File: src/design/pcirq_pkg.sv
// package of the pin-change and external interrupt flag block
// assumes one 100 MHz system clock and a plain register port with 8-bit data
package pcirq_pkg;

  // ****************************************
  // register map
  // ****************************************
  localparam logic [7:0] ADDR_ENABLE = 8'h1d;
  localparam logic [7:0] ADDR_FLAGS  = 8'h1c;
  localparam logic [7:0] ADDR_SENSE  = 8'h69;
  localparam logic [7:0] ADDR_MASK0  = 8'h6b;
  localparam logic [7:0] ADDR_MASK1  = 8'h6c;
  localparam logic [7:0] ADDR_MASK2  = 8'h6d;
  localparam logic [7:0] ADDR_MASK3  = 8'h73;

  // ****************************************
  // field positions and reset values
  // ****************************************
  localparam int BIT_EXT0      = 0;
  localparam int BIT_GROUP0    = 4;
  localparam int NUM_GROUPS    = 4;
  localparam int GROUP_WIDTH   = 8;
  localparam int NUM_PINS      = 31;
  localparam int SENSE_WIDTH   = 2;
  localparam logic [7:0] RESET_BYTE     = 8'h00;
  localparam logic [7:0] MASK3_USED     = 8'h7f;
  localparam logic [7:0] FLAG_USED_BIG  = 8'hf1;
  localparam logic [7:0] FLAG_USED_SMAL = 8'h31;
  localparam int NUM_VECTORS   = 5;

  // ****************************************
  // sense modes of external pin zero
  // ****************************************
  typedef enum logic [1:0] {
    SENSE_LOW     = 2'h0,
    SENSE_CHANGE  = 2'h1,
    SENSE_FALLING = 2'h2,
    SENSE_RISING  = 2'h3
  } sense_mode_t;

  // ****************************************
  // carriers
  // ****************************************
  typedef struct packed {
    logic [7:0] addr;
    logic [7:0] wdata;
    logic       wr;
    logic       rd;
  } reg_req_t;

  // vector order: 0 ext pin zero, 1..4 pin-change groups 0..3
  typedef struct packed {
    logic [NUM_VECTORS-1:0] request;
    logic [NUM_VECTORS-1:0] serviced;
  } vector_if_t;

endpackage

File: src/design/pcirq_edge_detect.sv
// sample register and change detector for the pin-change inputs
// assumes inputs already synchronous to the system clock
`timescale 1ns/1ps
module pcirq_edge_detect #(
  parameter int WIDTH = 32
) (
  input  wire logic             i_clk_sys,
  input  wire logic             i_rst,
  input  wire logic [WIDTH-1:0] i_pins,
  output logic      [WIDTH-1:0] o_level,
  output logic      [WIDTH-1:0] o_change
);

  typedef struct packed {
    logic [WIDTH-1:0] cur;
    logic [WIDTH-1:0] prev;
  } state_t;

  state_t state_reg;
  state_t state_next;

  // ****************************************
  // sample and compare
  // ****************************************
  always_comb begin
    state_next      = state_reg;
    state_next.cur  = i_pins;
    state_next.prev = state_reg.cur;
  end

  always_ff @(posedge i_clk_sys or posedge i_rst) begin
    if (i_rst) begin
      state_reg <= '0;
    end else begin
      state_reg <= state_next;
    end
  end

  assign o_level  = state_reg.cur;
  assign o_change = state_reg.cur ^ state_reg.prev; // [RULE18]

endmodule

File: src/design/pcirq_flags.sv
// pin-change and external pin zero interrupt flags with masks and enables
// assumes the core drives a one-cycle serviced pulse per vector it enters
`timescale 1ns/1ps
// Operation
// [RULE1] change on enabled pin of inputs 15..8 sets group 1 flag
// [RULE2] change on enabled pin of inputs 7..0 sets group 0 flag
// [RULE3] selected event on external pin zero sets flag bit 0
// [RULE4] vector request needs flag, global enable and source enable
// [RULE5] flag clears when the core enters its vector
// [RULE6] writing one clears a flag, zero leaves it
// [RULE7] in low-level sense the pin zero flag stays zero
// [RULE8] mask 3 bits 6:0 enable inputs 30..24 under group 3 enable
// [RULE9] mask 2 bits enable inputs 23..16 under group 2 enable
// [RULE10] mask 1 bits enable inputs 15..8 under group 1 enable
// [RULE11] mask 0 bits enable inputs 7..0 under group 0 enable
// [RULE12] a cleared mask bit blocks its pin whatever the group enable
// [RULE13] small variant drops masks 3, 2 and groups 3, 2
// [RULE14] sense codes: 00 low, 01 change, 10 falling, 11 rising
// [RULE15] enable reg: group enables bits 7..4, pin zero enable bit 0
// [RULE16] group 3 flag at bit 7, group 2 flag at bit 6
// [RULE17] detection works even while the pin is driven as output
// [RULE18] change found by comparing current sample with previous
// [RULE19] flags and masks reset to zero, reserved bits read zero
module pcirq_flags #(
  parameter bit LARGE_VARIANT = 1'b1
) (
  input  wire logic                            i_clk_sys,
  input  wire logic                            i_rst,
  input  wire pcirq_pkg::reg_req_t             i_req,
  output logic      [7:0]                      o_rdata,
  input  wire logic [pcirq_pkg::NUM_PINS-1:0]  i_change_input_pins,
  input  wire logic                            i_ext_irq_pin_zero,
  input  wire logic                            i_global_irq_enable,
  input  wire logic [pcirq_pkg::NUM_VECTORS-1:0] i_serviced,
  output logic      [pcirq_pkg::NUM_VECTORS-1:0] o_request,
  output logic                                 o_ext_pin_level_req
);

  localparam int NG = pcirq_pkg::NUM_GROUPS;
  localparam int GW = pcirq_pkg::GROUP_WIDTH;

  typedef struct packed {
    logic [NG-1:0][GW-1:0] mask;
    logic [NG-1:0]         group_enable;
    logic                  ext0_enable;
    logic [NG-1:0]         group_flag;
    logic                  ext0_flag;
    logic [1:0]            sense;
    logic [7:0]            rdata;
  } state_t;

  state_t state_reg;
  state_t state_next;

  logic [NG*GW-1:0] level;
  logic [NG*GW-1:0] change;

  // ****************************************
  // helpers
  // ****************************************
  function automatic logic [7:0] used_mask(input int g);
    if (g == 3) return pcirq_pkg::MASK3_USED;
    return 8'hff;
  endfunction

  function automatic logic group_present(input int g);
    return LARGE_VARIANT || (g < 2); // [RULE13]
  endfunction

  function automatic logic [7:0] flag_byte(input state_t s);
    logic [7:0] b;
    b = pcirq_pkg::RESET_BYTE;
    for (int g = 0; g < NG; g++) begin
      b[pcirq_pkg::BIT_GROUP0+g] = s.group_flag[g];
    end
    b[pcirq_pkg::BIT_EXT0] = s.ext0_flag;
    return b;
  endfunction

  // ****************************************
  // change detection, output drive does not matter here
  // ****************************************
  pcirq_edge_detect #(
    .WIDTH (NG*GW)
  ) u_edge (
    .i_clk_sys (i_clk_sys),
    .i_rst     (i_rst),
    .i_pins    ({i_change_input_pins, i_ext_irq_pin_zero}),
    .o_level   (level),
    .o_change  (change)
  ); // [RULE17]

  // ****************************************
  // next state
  // ****************************************
  always_comb begin
    logic [7:0]             w;
    logic                   ext_event;
    logic                   pin0_now;
    logic                   pin0_prev_hi;
    logic [NG*GW-1:0]       pc_change;
    w            = i_req.wdata;
    ext_event    = 1'b0;
    pin0_now     = level[0];
    pin0_prev_hi = pin0_now ^ change[0];
    pc_change    = {1'b0, change[NG*GW-1:1]};
    state_next   = state_reg;

    if (i_req.wr) begin
      for (int g = 0; g < NG; g++) begin
        if (group_present(g)) begin
          if (i_req.addr == pcirq_pkg::ADDR_MASK0 + 8'(g) && g < 3) begin
            state_next.mask[g] = w;
          end
        end
      end
      if (LARGE_VARIANT && i_req.addr == pcirq_pkg::ADDR_MASK3) begin
        state_next.mask[3] = w & pcirq_pkg::MASK3_USED; // [RULE19]
      end
      if (i_req.addr == pcirq_pkg::ADDR_ENABLE) begin // [RULE15]
        for (int g = 0; g < NG; g++) begin
          state_next.group_enable[g] = w[pcirq_pkg::BIT_GROUP0+g] & group_present(g);
        end
        state_next.ext0_enable = w[pcirq_pkg::BIT_EXT0];
      end
      if (i_req.addr == pcirq_pkg::ADDR_SENSE) begin
        state_next.sense = w[pcirq_pkg::SENSE_WIDTH-1:0];
      end
      if (i_req.addr == pcirq_pkg::ADDR_FLAGS) begin
        for (int g = 0; g < NG; g++) begin
          if (w[pcirq_pkg::BIT_GROUP0+g]) state_next.group_flag[g] = 1'b0; // [RULE6]
        end
        if (w[pcirq_pkg::BIT_EXT0]) state_next.ext0_flag = 1'b0; // [RULE6]
      end
    end

    for (int g = 0; g < NG; g++) begin
      if (i_serviced[g+1]) state_next.group_flag[g] = 1'b0; // [RULE5]
    end
    if (i_serviced[0]) state_next.ext0_flag = 1'b0; // [RULE5]

    // set after clears so an event in the clearing cycle survives
    for (int g = 0; g < NG; g++) begin
      // mask bit gates the pin; group enable only gates the vector
      if (group_present(g) &&
          |(pc_change[g*GW +: GW] & state_reg.mask[g] & used_mask(g))) begin // [RULE12]
        state_next.group_flag[g] = 1'b1; // [RULE1] [RULE2] [RULE8] [RULE9] [RULE10] [RULE11] [RULE16]
      end
    end

    unique case (pcirq_pkg::sense_mode_t'(state_reg.sense)) // [RULE14]
      pcirq_pkg::SENSE_LOW:     ext_event = 1'b0;
      pcirq_pkg::SENSE_CHANGE:  ext_event = change[0];
      pcirq_pkg::SENSE_FALLING: ext_event = change[0] & pin0_prev_hi;
      pcirq_pkg::SENSE_RISING:  ext_event = change[0] & pin0_now;
    endcase
    if (ext_event) state_next.ext0_flag = 1'b1; // [RULE3]
    if (pcirq_pkg::sense_mode_t'(state_next.sense) == pcirq_pkg::SENSE_LOW) begin
      state_next.ext0_flag = 1'b0; // [RULE7]
    end
    for (int g = 0; g < NG; g++) begin
      if (!group_present(g)) state_next.group_flag[g] = 1'b0; // [RULE13]
    end

    state_next.rdata = pcirq_pkg::RESET_BYTE;
    if (i_req.rd) begin
      unique case (i_req.addr)
        pcirq_pkg::ADDR_MASK0:  state_next.rdata = state_reg.mask[0];
        pcirq_pkg::ADDR_MASK1:  state_next.rdata = state_reg.mask[1];
        pcirq_pkg::ADDR_MASK2:  state_next.rdata = state_reg.mask[2];
        pcirq_pkg::ADDR_MASK3:  state_next.rdata = state_reg.mask[3];
        pcirq_pkg::ADDR_SENSE:  state_next.rdata = {6'h00, state_reg.sense};
        pcirq_pkg::ADDR_FLAGS:  state_next.rdata = flag_byte(state_reg);
        pcirq_pkg::ADDR_ENABLE: begin
          state_next.rdata = {state_reg.group_enable, 3'h0, state_reg.ext0_enable};
        end
        default:                state_next.rdata = pcirq_pkg::RESET_BYTE;
      endcase
    end
  end

  always_ff @(posedge i_clk_sys or posedge i_rst) begin
    if (i_rst) begin
      state_reg <= '0; // [RULE19]
    end else begin
      state_reg <= state_next;
    end
  end

  // ****************************************
  // vector requests
  // ****************************************
  always_comb begin
    o_request[0] = i_global_irq_enable & state_reg.ext0_enable & state_reg.ext0_flag; // [RULE4]
    for (int g = 0; g < NG; g++) begin
      o_request[g+1] = i_global_irq_enable & state_reg.group_enable[g] &
                       state_reg.group_flag[g]; // [RULE4]
    end
  end

  // level sense has no flag: the pin itself stands as the request
  assign o_ext_pin_level_req = i_global_irq_enable & state_reg.ext0_enable &
                               (pcirq_pkg::sense_mode_t'(state_reg.sense) ==
                                pcirq_pkg::SENSE_LOW) & ~level[0];
  assign o_rdata = state_reg.rdata;

endmodule

File: config.mk
export PLATFORM = sky130hd
export DESIGN_NAME = pcirq_flags
export DESIGN_NICKNAME = d
export VERILOG_FILES = /design/src/design/pcirq_pkg.sv /design/src/design/pcirq_edge_detect.sv /design/src/design/pcirq_flags.sv
export SDC_FILE = /design/constraint.sdc
export NUM_CORES = 1
export LEC_CHECK = 0
export ABC_AREA = 1
export BUFFER_PORTS_ARGS = -buffer_cell sky130_fd_sc_hd__buf_2
export CORE_ASPECT_RATIO = 0.75
export CORE_UTILIZATION = 59
export CTS_CLUSTER_DIAMETER = 120
export DETAILED_ROUTE_END_ITERATION = 8
export PLACE_DENSITY = 0.82
export RECOVER_POWER = 100
export SLEW_MARGIN = 20
export SYNTH_ARGS = -nofsm -noshare
export SYNTH_HDL_FRONTEND = slang
export SYNTH_SLANG_ARGS = --single-unit
File: constraint.sdc
create_clock -name i_clk_sys -period 9.6 [get_ports i_clk_sys]
set_input_delay 0.96 -clock i_clk_sys [delete_from_list [all_inputs] [get_ports i_clk_sys]]
set_output_delay 0.96 -clock i_clk_sys [all_outputs]
set_load 0.01 [all_outputs]
* Yosys cells after proc, flatten, opt, wreduce, memory -nomap -nowiden *
Cells that the tools add are included.
W data, S select, Z words.

word-level totals
  bits of input ports = 58
  flip-flop bits (word level) = 115
  logic and storage cells = 99

cells by class
  reductions and logical operators = 31
  multiplexer cells = 22
  bitwise logic cells = 21
  eq/ne operators = 10

operator list
  operator              number
  $pmux W8 S7           1
  $eq A8 B7 Y1 const B  5
  $reduce_bool A3 Y1    12
  $xor A32 B32 Y32      1
  $and A8 B8 Y8         3
  $reduce_or A8 Y1      3
  $eq A8 B5 Y1 const B  2
  $mux W1               16
  $reduce_and A3 Y1     5
  $and A1 B1 Y1         14
  $reduce_bool A4 Y1    3
  $reduce_and A2 Y1     5
  $mux W8               1
  $and A7 B7 Y7         1
  $mux W7               1
  $reduce_or A7 Y1      1
  $mux W5               1
  $eq A2 B2 Y1 const B  2
  $logic_not A2 Y1      2
  $pmux W1 S4           1
  $eq A2 B1 Y1 const B  1
  $mux W2               1
  $not A1 Y1            1
  $xor A1 B1 Y1         1

* Logic depth before layout (Yosys ltp) *
Gate-level depths: netlist (run 1).

  depth in word-level cells = 6
  gate-level depth with buffers = 9

* Cells and area by module *
A second synthesis (run 1) with hierarchy kept.

unflattened totals
  cells, all modules = 614
  area, all modules = 5178.7 um^2

by module, submodules not included
  module             seq. area each (um^2)  cells each  area each (um^2)  instances
  pcirq_flags        1276.2                 357         2732.6            1
  pcirq_edge_detect  1601.5                 257         2446.1            1

* Least setup slack after synthesis (run 1) *
No wires, ideal clock.

  path kind = in2out
  from = input i_global_irq_enable
  to = output o_ext_pin_level_req
  buffers on the path = 0
  setup slack = 7212 ps
  required time = 8640 ps
  stages = 2
  arrival = 1428 ps
  cell sequence = inv_1 -> nor4_1

on the way
  longest elaborated chain between the ends = 3

ends and longest elaborated chain
  what                        RTL line            source
  start: declaration          pcirq_flags.sv:33   input wire logic i_global_irq_enable,
  $and A1 B1 Y1 (2 in a row)  pcirq_flags.sv:202  assign o_ext_pin_level_req = i_global_irq_enable & state_reg.ext0_enable &
  $and A1 B1 Y1               pcirq_flags.sv:204  pcirq_pkg::SENSE_LOW) & ~level[0];
  end: declaration            pcirq_flags.sv:36   output logic o_ext_pin_level_req

No other way between the ends.

==> results of run 1 <==
## cell usage after synthesis
library cell  count
or2_2             7
dfrtp_1         115
nor2_2            1
and2_4            1
a21oi_1           4
nand2_2           3
nor3_1            1
nand2_4           4
nand3b_1          3
xor2_1            4
and2_2            1
nor2_4            3
nor2_1           56
buf_2             4
nand2_1         131
inv_2             1
buf_6             3
o21ai_0          12
o22ai_1           8
inv_1            23
nor4_1            1
and2_1            1
nor4_4            1
nand3_1          62
buf_4            11
o21ai_2           4
o21ai_1          20
nand4_1           7
## power breakdown
part | internal (W) | switching [W] | total, W | leakage, nW
combinational | 0.0000233 | 0.0000399 | 0.0000632 | 0.941
clock | 0.000339 | 0.000201 | 0.000539 | 0.254
sequential | 0.000512 | 0.0000214 | 0.000534 | 1.45
total | 0.000874 | 0.000262 | 0.00114 | 2.64
## worst max-delay path, cell delays in order
cell        delay (ns)
buf_2             0.10
clkinvlp_2        1.34
clkbuf_1          2.25
## per-layer routing
metal,vias up,track usage,share of wire
met2,175,0.450,0.46
met4,0,0.113,0.023
met3,31,0.0755,0.079
li1,1752,-,-
met5,-,0,0
met1,1799,0.389,0.44
## final timing paths
kind / from / endpoint / slack, ns / depth (start not counted)
max in group i_clk_sys: i_req[17] / state_reg[29]$_DFFE_PP0P_ / 6.70 / 7
max: i_rst / state_reg[43]$_DFFE_PP0P_ / 4.82 / 3
max reg2reg: state_reg[9]$_DFF_PP0_ / state_reg[10]$_DFFE_PP0P_ / 8.36 / 5
min reg2reg: u_edge.o_level[21]$_DFF_PP0_ / u_edge.state_reg[21]$_DFF_PP0_ / 0.39 / 0
min: u_edge.o_level[21]$_DFF_PP0_ / u_edge.state_reg[21]$_DFF_PP0_ / 0.39 / 0
min in group asynchronous: i_rst / u_edge.o_level[28]$_DFF_PP0_ / 1.08 / 2
## per-stage QoR
step / hold WS (ns) / setup WS (ns) / power (W)
floorplan: 0.367 / 5.60 / 0.000575
global placement: 0.375 / 7.09 / 0.000602
detailed placement: 0.381 / 7.04 / 0.000606
CTS: 0.392 / 7.06 / 0.00114
global route: 0.406 / 3.77 / 0.00118
finish: 0.388 / 4.82 / 0.00114
## cell type report
cell class	count	area [sq um]	share of cell area
flip-flops and latches	115	2880	0.527
multi-input cells	335	1510	0.277
clock buffers	25	484	0.0887
repair buffers	72	342	0.0626
well taps	101	126	0.0231
inverters	24	91.3	0.0167
clock inverters	5	27.5	0.00504
## cell usage in the layout, fill, tap and decap left out, types with 4 or more instances in the layout
| master | instances |
|---|---|
| nand2_1 | 136 |
| dfrtp_1 | 115 |
| nand3_1 | 62 |
| nor2_1 | 58 |
| buf_2 | 57 |
| o21ai_0 | 31 |
| inv_1 | 23 |
| clkbuf_1 | 19 |
| clkbuf_16 | 16 |
| o22ai_1 | 8 |
| nand4_1 | 7 |
| or2_2 | 7 |
| o21ai_1 | 5 |
| clkbuf_8 | 5 |
| a21oi_1 | 4 |
| xor2_1 | 4 |
| clkinv_2 | 4 |
## kinds of logic after synthesis
group / share of synthesized area
simple gates: 0.273
xor+xnor: 0.00748
flops: 0.614
buf+inv: 0.0483
compound gates: 0.0566
==> reports/metrics.yaml, run 1 <==
grt_antenna_before_repair: 0
grt_max_degree: 62
wl_per_cell_um: 15.6
fin_nets: 623
syn-instance-count: 492
ir_drop_mv: 0.133
grt_pass1_wl_um: 17600
die_x_um: 105
clockRootBuffer: "clkbuf_8"
routed_wl_um: 10600
overflow: 0
numCtsBuffers: 17
critPathKind: "primary input to asynchronous set/reset pin"
cts_tree: "done"
setup_viol: 0
maxCapViolCount: 3
drive_gt1_frac: 0.165
die_height_um: 79.2
grt_pass1_vias: 3637
stdcell_area_sq_um: 5460
ys_seq_area_frac: 0.614
status: "finished with violations"
synth_area_leaders: "dfrtp_1, nand2_1, nand3_1"
first_pass_iters: 6
netlist.top_cell.by_area: "dfrtp_1"
cts_hold_buf: 0
period_minus_slack_ns: 4.78
cp-end-kind: "asynchronous set/reset pin"
dpl_cell_area_sq_um: 5040
drcViolationCount: 0
fin_util: 0.728
max_freq_ghz: 0.209
dp_hpwl_um: 7300
area_growth_pct: 16.5
worstPathArrival_ns: 4.73
synth_area_sq_um: 4690
synth_cell_types: 28
p_leak_nw: 2.64
core_sq_um: 7500
max_slew_margin: -1.03
n_fill_cell: 590
port_buffers: 71
fin_cells: 677
worstMarginPinSlew_ns: 3.04
critPathRequiredTime_ns: 9.55
grt_use_total: 0.287
drt-initial-drc-count: 335
ant_nets: 0
final.setup.tns_ns: 0
path_clk_slew_ns: 0.05
ctsResizeCount: 0
io_pins: 72
start_util: 0.625
via_per_inst: 5.55
cp-start-kind: "primary input"
antenna_cells: 0
post_cts_buffers: 0
rsz0062_at_grt: "no"
crit_fanout: 61
clock_latency_ns: 0.52
synth_area_per_cell_sq_um: 9.52
drv_slew: 127
finalCritPeriodShare: 0.498
h-tree-depth: 4
clock_path_buffers: 2
holdCritPathClass: "flip-flop to flip-flop"
synth_top_cell_area_share: 0.614
gp_congestion: 0.918
final_hold_viol_count: 0
power_density_nw_per_um2: 208
cts_sinks: 115
syn_nets: 550
dp.cells: 647
ys_ff_latch: 115
fin_worst_skew_ns: 0.00682
largest_register_ffs: 43
violations: "capacitance limit, slew limit"
num_rows: 27
vias: 3757
die_area_sq_um: 8310
synth_warnings: 0
(Power assumes the default switching activity.)
==> inputs of run 2 (changes only) <==
ABC_AREA = 0   (was 1)
CORE_UTILIZATION = 51   (was 59)
PLACE_DENSITY = 0.76   (was 0.82)
clock period = 3.9 ns   (was 9.6 ns; I/O delays follow)
==> run 2 against run 1 <==
Compared with the run above: the flow still finishes with violations (capacitance limit, slew limit); non-clock buffer count increased by 1; die area increased by 15%; global-route usage decreased by 4.6 points; largest cell class unchanged; largest power group unchanged; sequential share of layout area decreased by 0.29 points; sequential power increased by 150%; clock skew increased by 0.0044 ns; synthesized cell count decreased by 33%; combinational power increased to 2.8 times the previous value; power increased to 2.6 times the previous value.
==> reports/metrics.yaml, run 2 <==
cts_sinks: 115  # unchanged
die_height_um: 84.8  # +7.2%
h-tree-depth: 4  # unchanged
synth_area_sq_um: 4670  # -0.40%
crit_buf_inv: 1  # -2
ir_drop_mv: 0.458  # +240%
p_leak_nw: 2.60  # -1.5%
reg2reg_depth: 3  # -2
synth_top_family_by_area: "multiplexers"
worstPathArrival_ns: 2.82  # -1.91 ns
wl_per_cell_um: 19.6  # +25%
power_density_nw_per_um2: 530  # +150%
vias: 2993  # -20%
critPathKind: "primary input to flip-flop"
max_freq_ghz: 0.395
gp_congestion: 0.912  # -0.65%
synth_area_leaders: "dfrtp_1, mux2_2, xor2_1"
period_minus_slack_ns: 2.53
final_cell_mix: "dfrtp_1, buf_2, xor2_1"
hold_path_depth: 1  # +1
p_total_w: 0.00291  # +160%
synth_cell_types: 56  # +100%
synth_area_per_cell_sq_um: 14.2  # +49%
drt-initial-drc-count: 219  # -35%
max_slew_margin: -0.518  # +0.508
die_x_um: 112  # +7.2%
area_growth_pct: 17.6
critPathRequiredTime_ns: 4.19  # -5.36 ns
dp_hpwl_um: 7430  # +1.7%
drcViolationCount: 0  # unchanged
synth_common_cells: "dfrtp_1, xor2_1, mux2_2"
final.setup.tns_ns: 0  # unchanged
largest_register_ffs: 43  # unchanged
crit_family: "simple AND/OR/NAND/NOR gates"
synth.most_common_cell: "dfrtp_1"
die_area_sq_um: 9540  # +15%
routed_wl_um: 10300  # -2.7%
cts_hold_buf: 0  # unchanged
post_cts_buffers: 0  # unchanged
finalCritPeriodShare: 0.649
dp.cells: 494  # -24%
fin_nets: 463  # -26%
overflow: 0  # unchanged
cp-start-kind: "primary input"
clock_path_buffers: 2  # unchanged
fin_cells: 526  # -22%
grt_pass1_wl_um: 16500  # -6.3%
holdCritPathClass: "primary input to flip-flop"
synth_warnings: 0  # unchanged
seqCellArea_sq_um: 2880  # unchanged
grt_max_degree: 56  # -9.7%
num_rows: 29  # +7.4%
multi_input_area_sq_um: 1520  # +0.66%
cp-end-kind: "flip-flop"
drive_gt1_frac: 0.294  # +0.129
io_pins: 72  # unchanged
final_common_cell: "dfrtp_1"
yosys.area_share.simple: 0.0912  # -0.182
violations: "capacitance limit, slew limit"
worst_slack_ns: 1.37  # -3.45 ns
grt_antenna_before_repair: 0  # unchanged
synth_adder_area_share: 0  # unchanged
clock_latency_ns: 0.41  # -0.11 ns
synth_compound_area_frac: 0.0855  # +0.0289
setup_viol: 0  # unchanged
clockRootBuffer: "clkbuf_16"
syn-instance-count: 328  # -33%
ys_seq_area_frac: 0.617  # +0.00247
worstMarginPinSlew_ns: 2.26  # -0.775 ns
grt_pass1_vias: 3112  # -14%
synthArstFlopShare: 1.00  # unchanged
ant_nets: 0  # unchanged
synthFlopType: "dfrtp_1"
n_fill_cell: 673  # +14%
crit_chain: "clkbuf_1 > or4b_1 > nor4_1 > a211oi_1 > o22a_1"
antenna_cells: 0  # unchanged
status: "finished with violations"
synthMuxAreaShare: 0.113  # +0.113
hold_slack_ns: 0.0774  # -0.310 ns
cp.depth: 5  # +2
synth_edf_count: 0  # unchanged
netlist.top_cell.by_area: "dfrtp_1"
max_stage_delay_ns: 1.15  # -1.10 ns
synth_top_cell_area_share: 0.617  # +0.00247
cts_tree: "done"
rsz0062_at_grt: "no"
first_pass_iters: 5  # -1
crit_fanout: 6  # -90%
maxCapViolCount: 2  # -1
via_per_inst: 5.69  # +2.5%
port_buffers: 71  # unchanged
numCtsBuffers: 17  # unchanged
grt_use_total: 0.241  # -0.0463
synth_xor_area_frac: 0.0582  # +0.0507
place_ws_ns: 1.73  # -5.31 ns
core_sq_um: 8670  # +16%
path_clk_slew_ns: 0.05  # about the same
syn_nets: 386  # -30%
cp_slowest_cell: "nor4_1"
drv_slew: 56  # -56%
ctsResizeCount: 0  # unchanged
fin_worst_skew_ns: 0.0112  # +0.00438 ns
start_util: 0.538  # -0.0866
ys_ff_latch: 115  # unchanged
final_hold_viol_count: 0  # unchanged
==> run 2: changes by cell type after synthesis, sizes merged, moves of 4 or more <==
cell / previous run / this run
mux2: 0 / 42
inv: 24 / 13
or2: 7 / 0
a222oi: 0 / 4
nor2: 60 / 10
nor3: 1 / 7
a22oi: 0 / 12
a211oi: 0 / 4
and3: 0 / 7
nand3: 62 / 4
o21ai: 36 / 4
nand2: 138 / 10
xor2: 4 / 31
o22ai: 8 / 2
==> run 2: logic make-up (layout without fill, tap and decap cells) <==
kind of cell    count (synthesis)  in the layout
flops                         115            115
xor+xnor                       31             31
compound gates                 50             50
simple gates                   59             59
mux                            45             45
buf+inv                        28            118
==> run 2: worst register-to-register path, stage by stage (launching register included) <==
cell and delay [ns]:
dfrtp_1 0.40, mux2_2 0.27, a222oi_1 0.50, a211oi_1 0.14
==> run 2: area by class of cell <==
class	count	area share
sequential	115	0.524
clock buffer	17	0.0775
tap	108	0.0246
inverter	13	0.00912
timing repair buffer	73	0.0638
multi-input combinational	185	0.277
clock inverter	15	0.0237
==> run 2: metrics by stage <==
step | area, sq um | utilization
floorplan | 4670 | -
detailed placement | 5060 | 0.583
global placement | 5060 | 0.583
global route | 5490 | 0.633
CTS | 5620 | 0.648
finish | 5490 | 0.633
==> run 2: path summary, 6_finish.rpt <==
path | start | to | slack [ns]
setup / recovery | i_req[15] | state_reg[10]$_DFFE_PP0P_ | 1.37
hold / removal | i_change_input_pins[3] | u_edge.o_level[4]$_DFF_PP0_ | 0.08
setup reg to reg | state_reg[42]$_DFFE_PP0P_ | o_rdata[6]$_DFF_PP0_ | 2.44
hold reg to reg | u_edge.o_level[14]$_DFF_PP0_ | u_edge.state_reg[14]$_DFF_PP0_ | 0.39
max in group asynchronous | i_rst | state_reg[8]$_DFF_PP0_ | 2.07
min in group asynchronous | i_rst | u_edge.o_level[11]$_DFF_PP0_ | 0.58
==> run 2: routing by layer <==
layer / share of wire / GRT usage / up-vias
met3: 0.061 / 0.0729 / 20
met1: 0.46 / 0.334 / 1487
met4: 0.025 / 0.108 / 0
met2: 0.45 / 0.356 / 136
met5: 0 / 0 / -
li1: - / - / 1350
==> run 2: power by group <==
group,switching (W),internal (W)
sequential,0.0000470,0.00126
combinational,0.0000976,0.0000765
clock,0.000554,0.000876
total,0.000699,0.00221
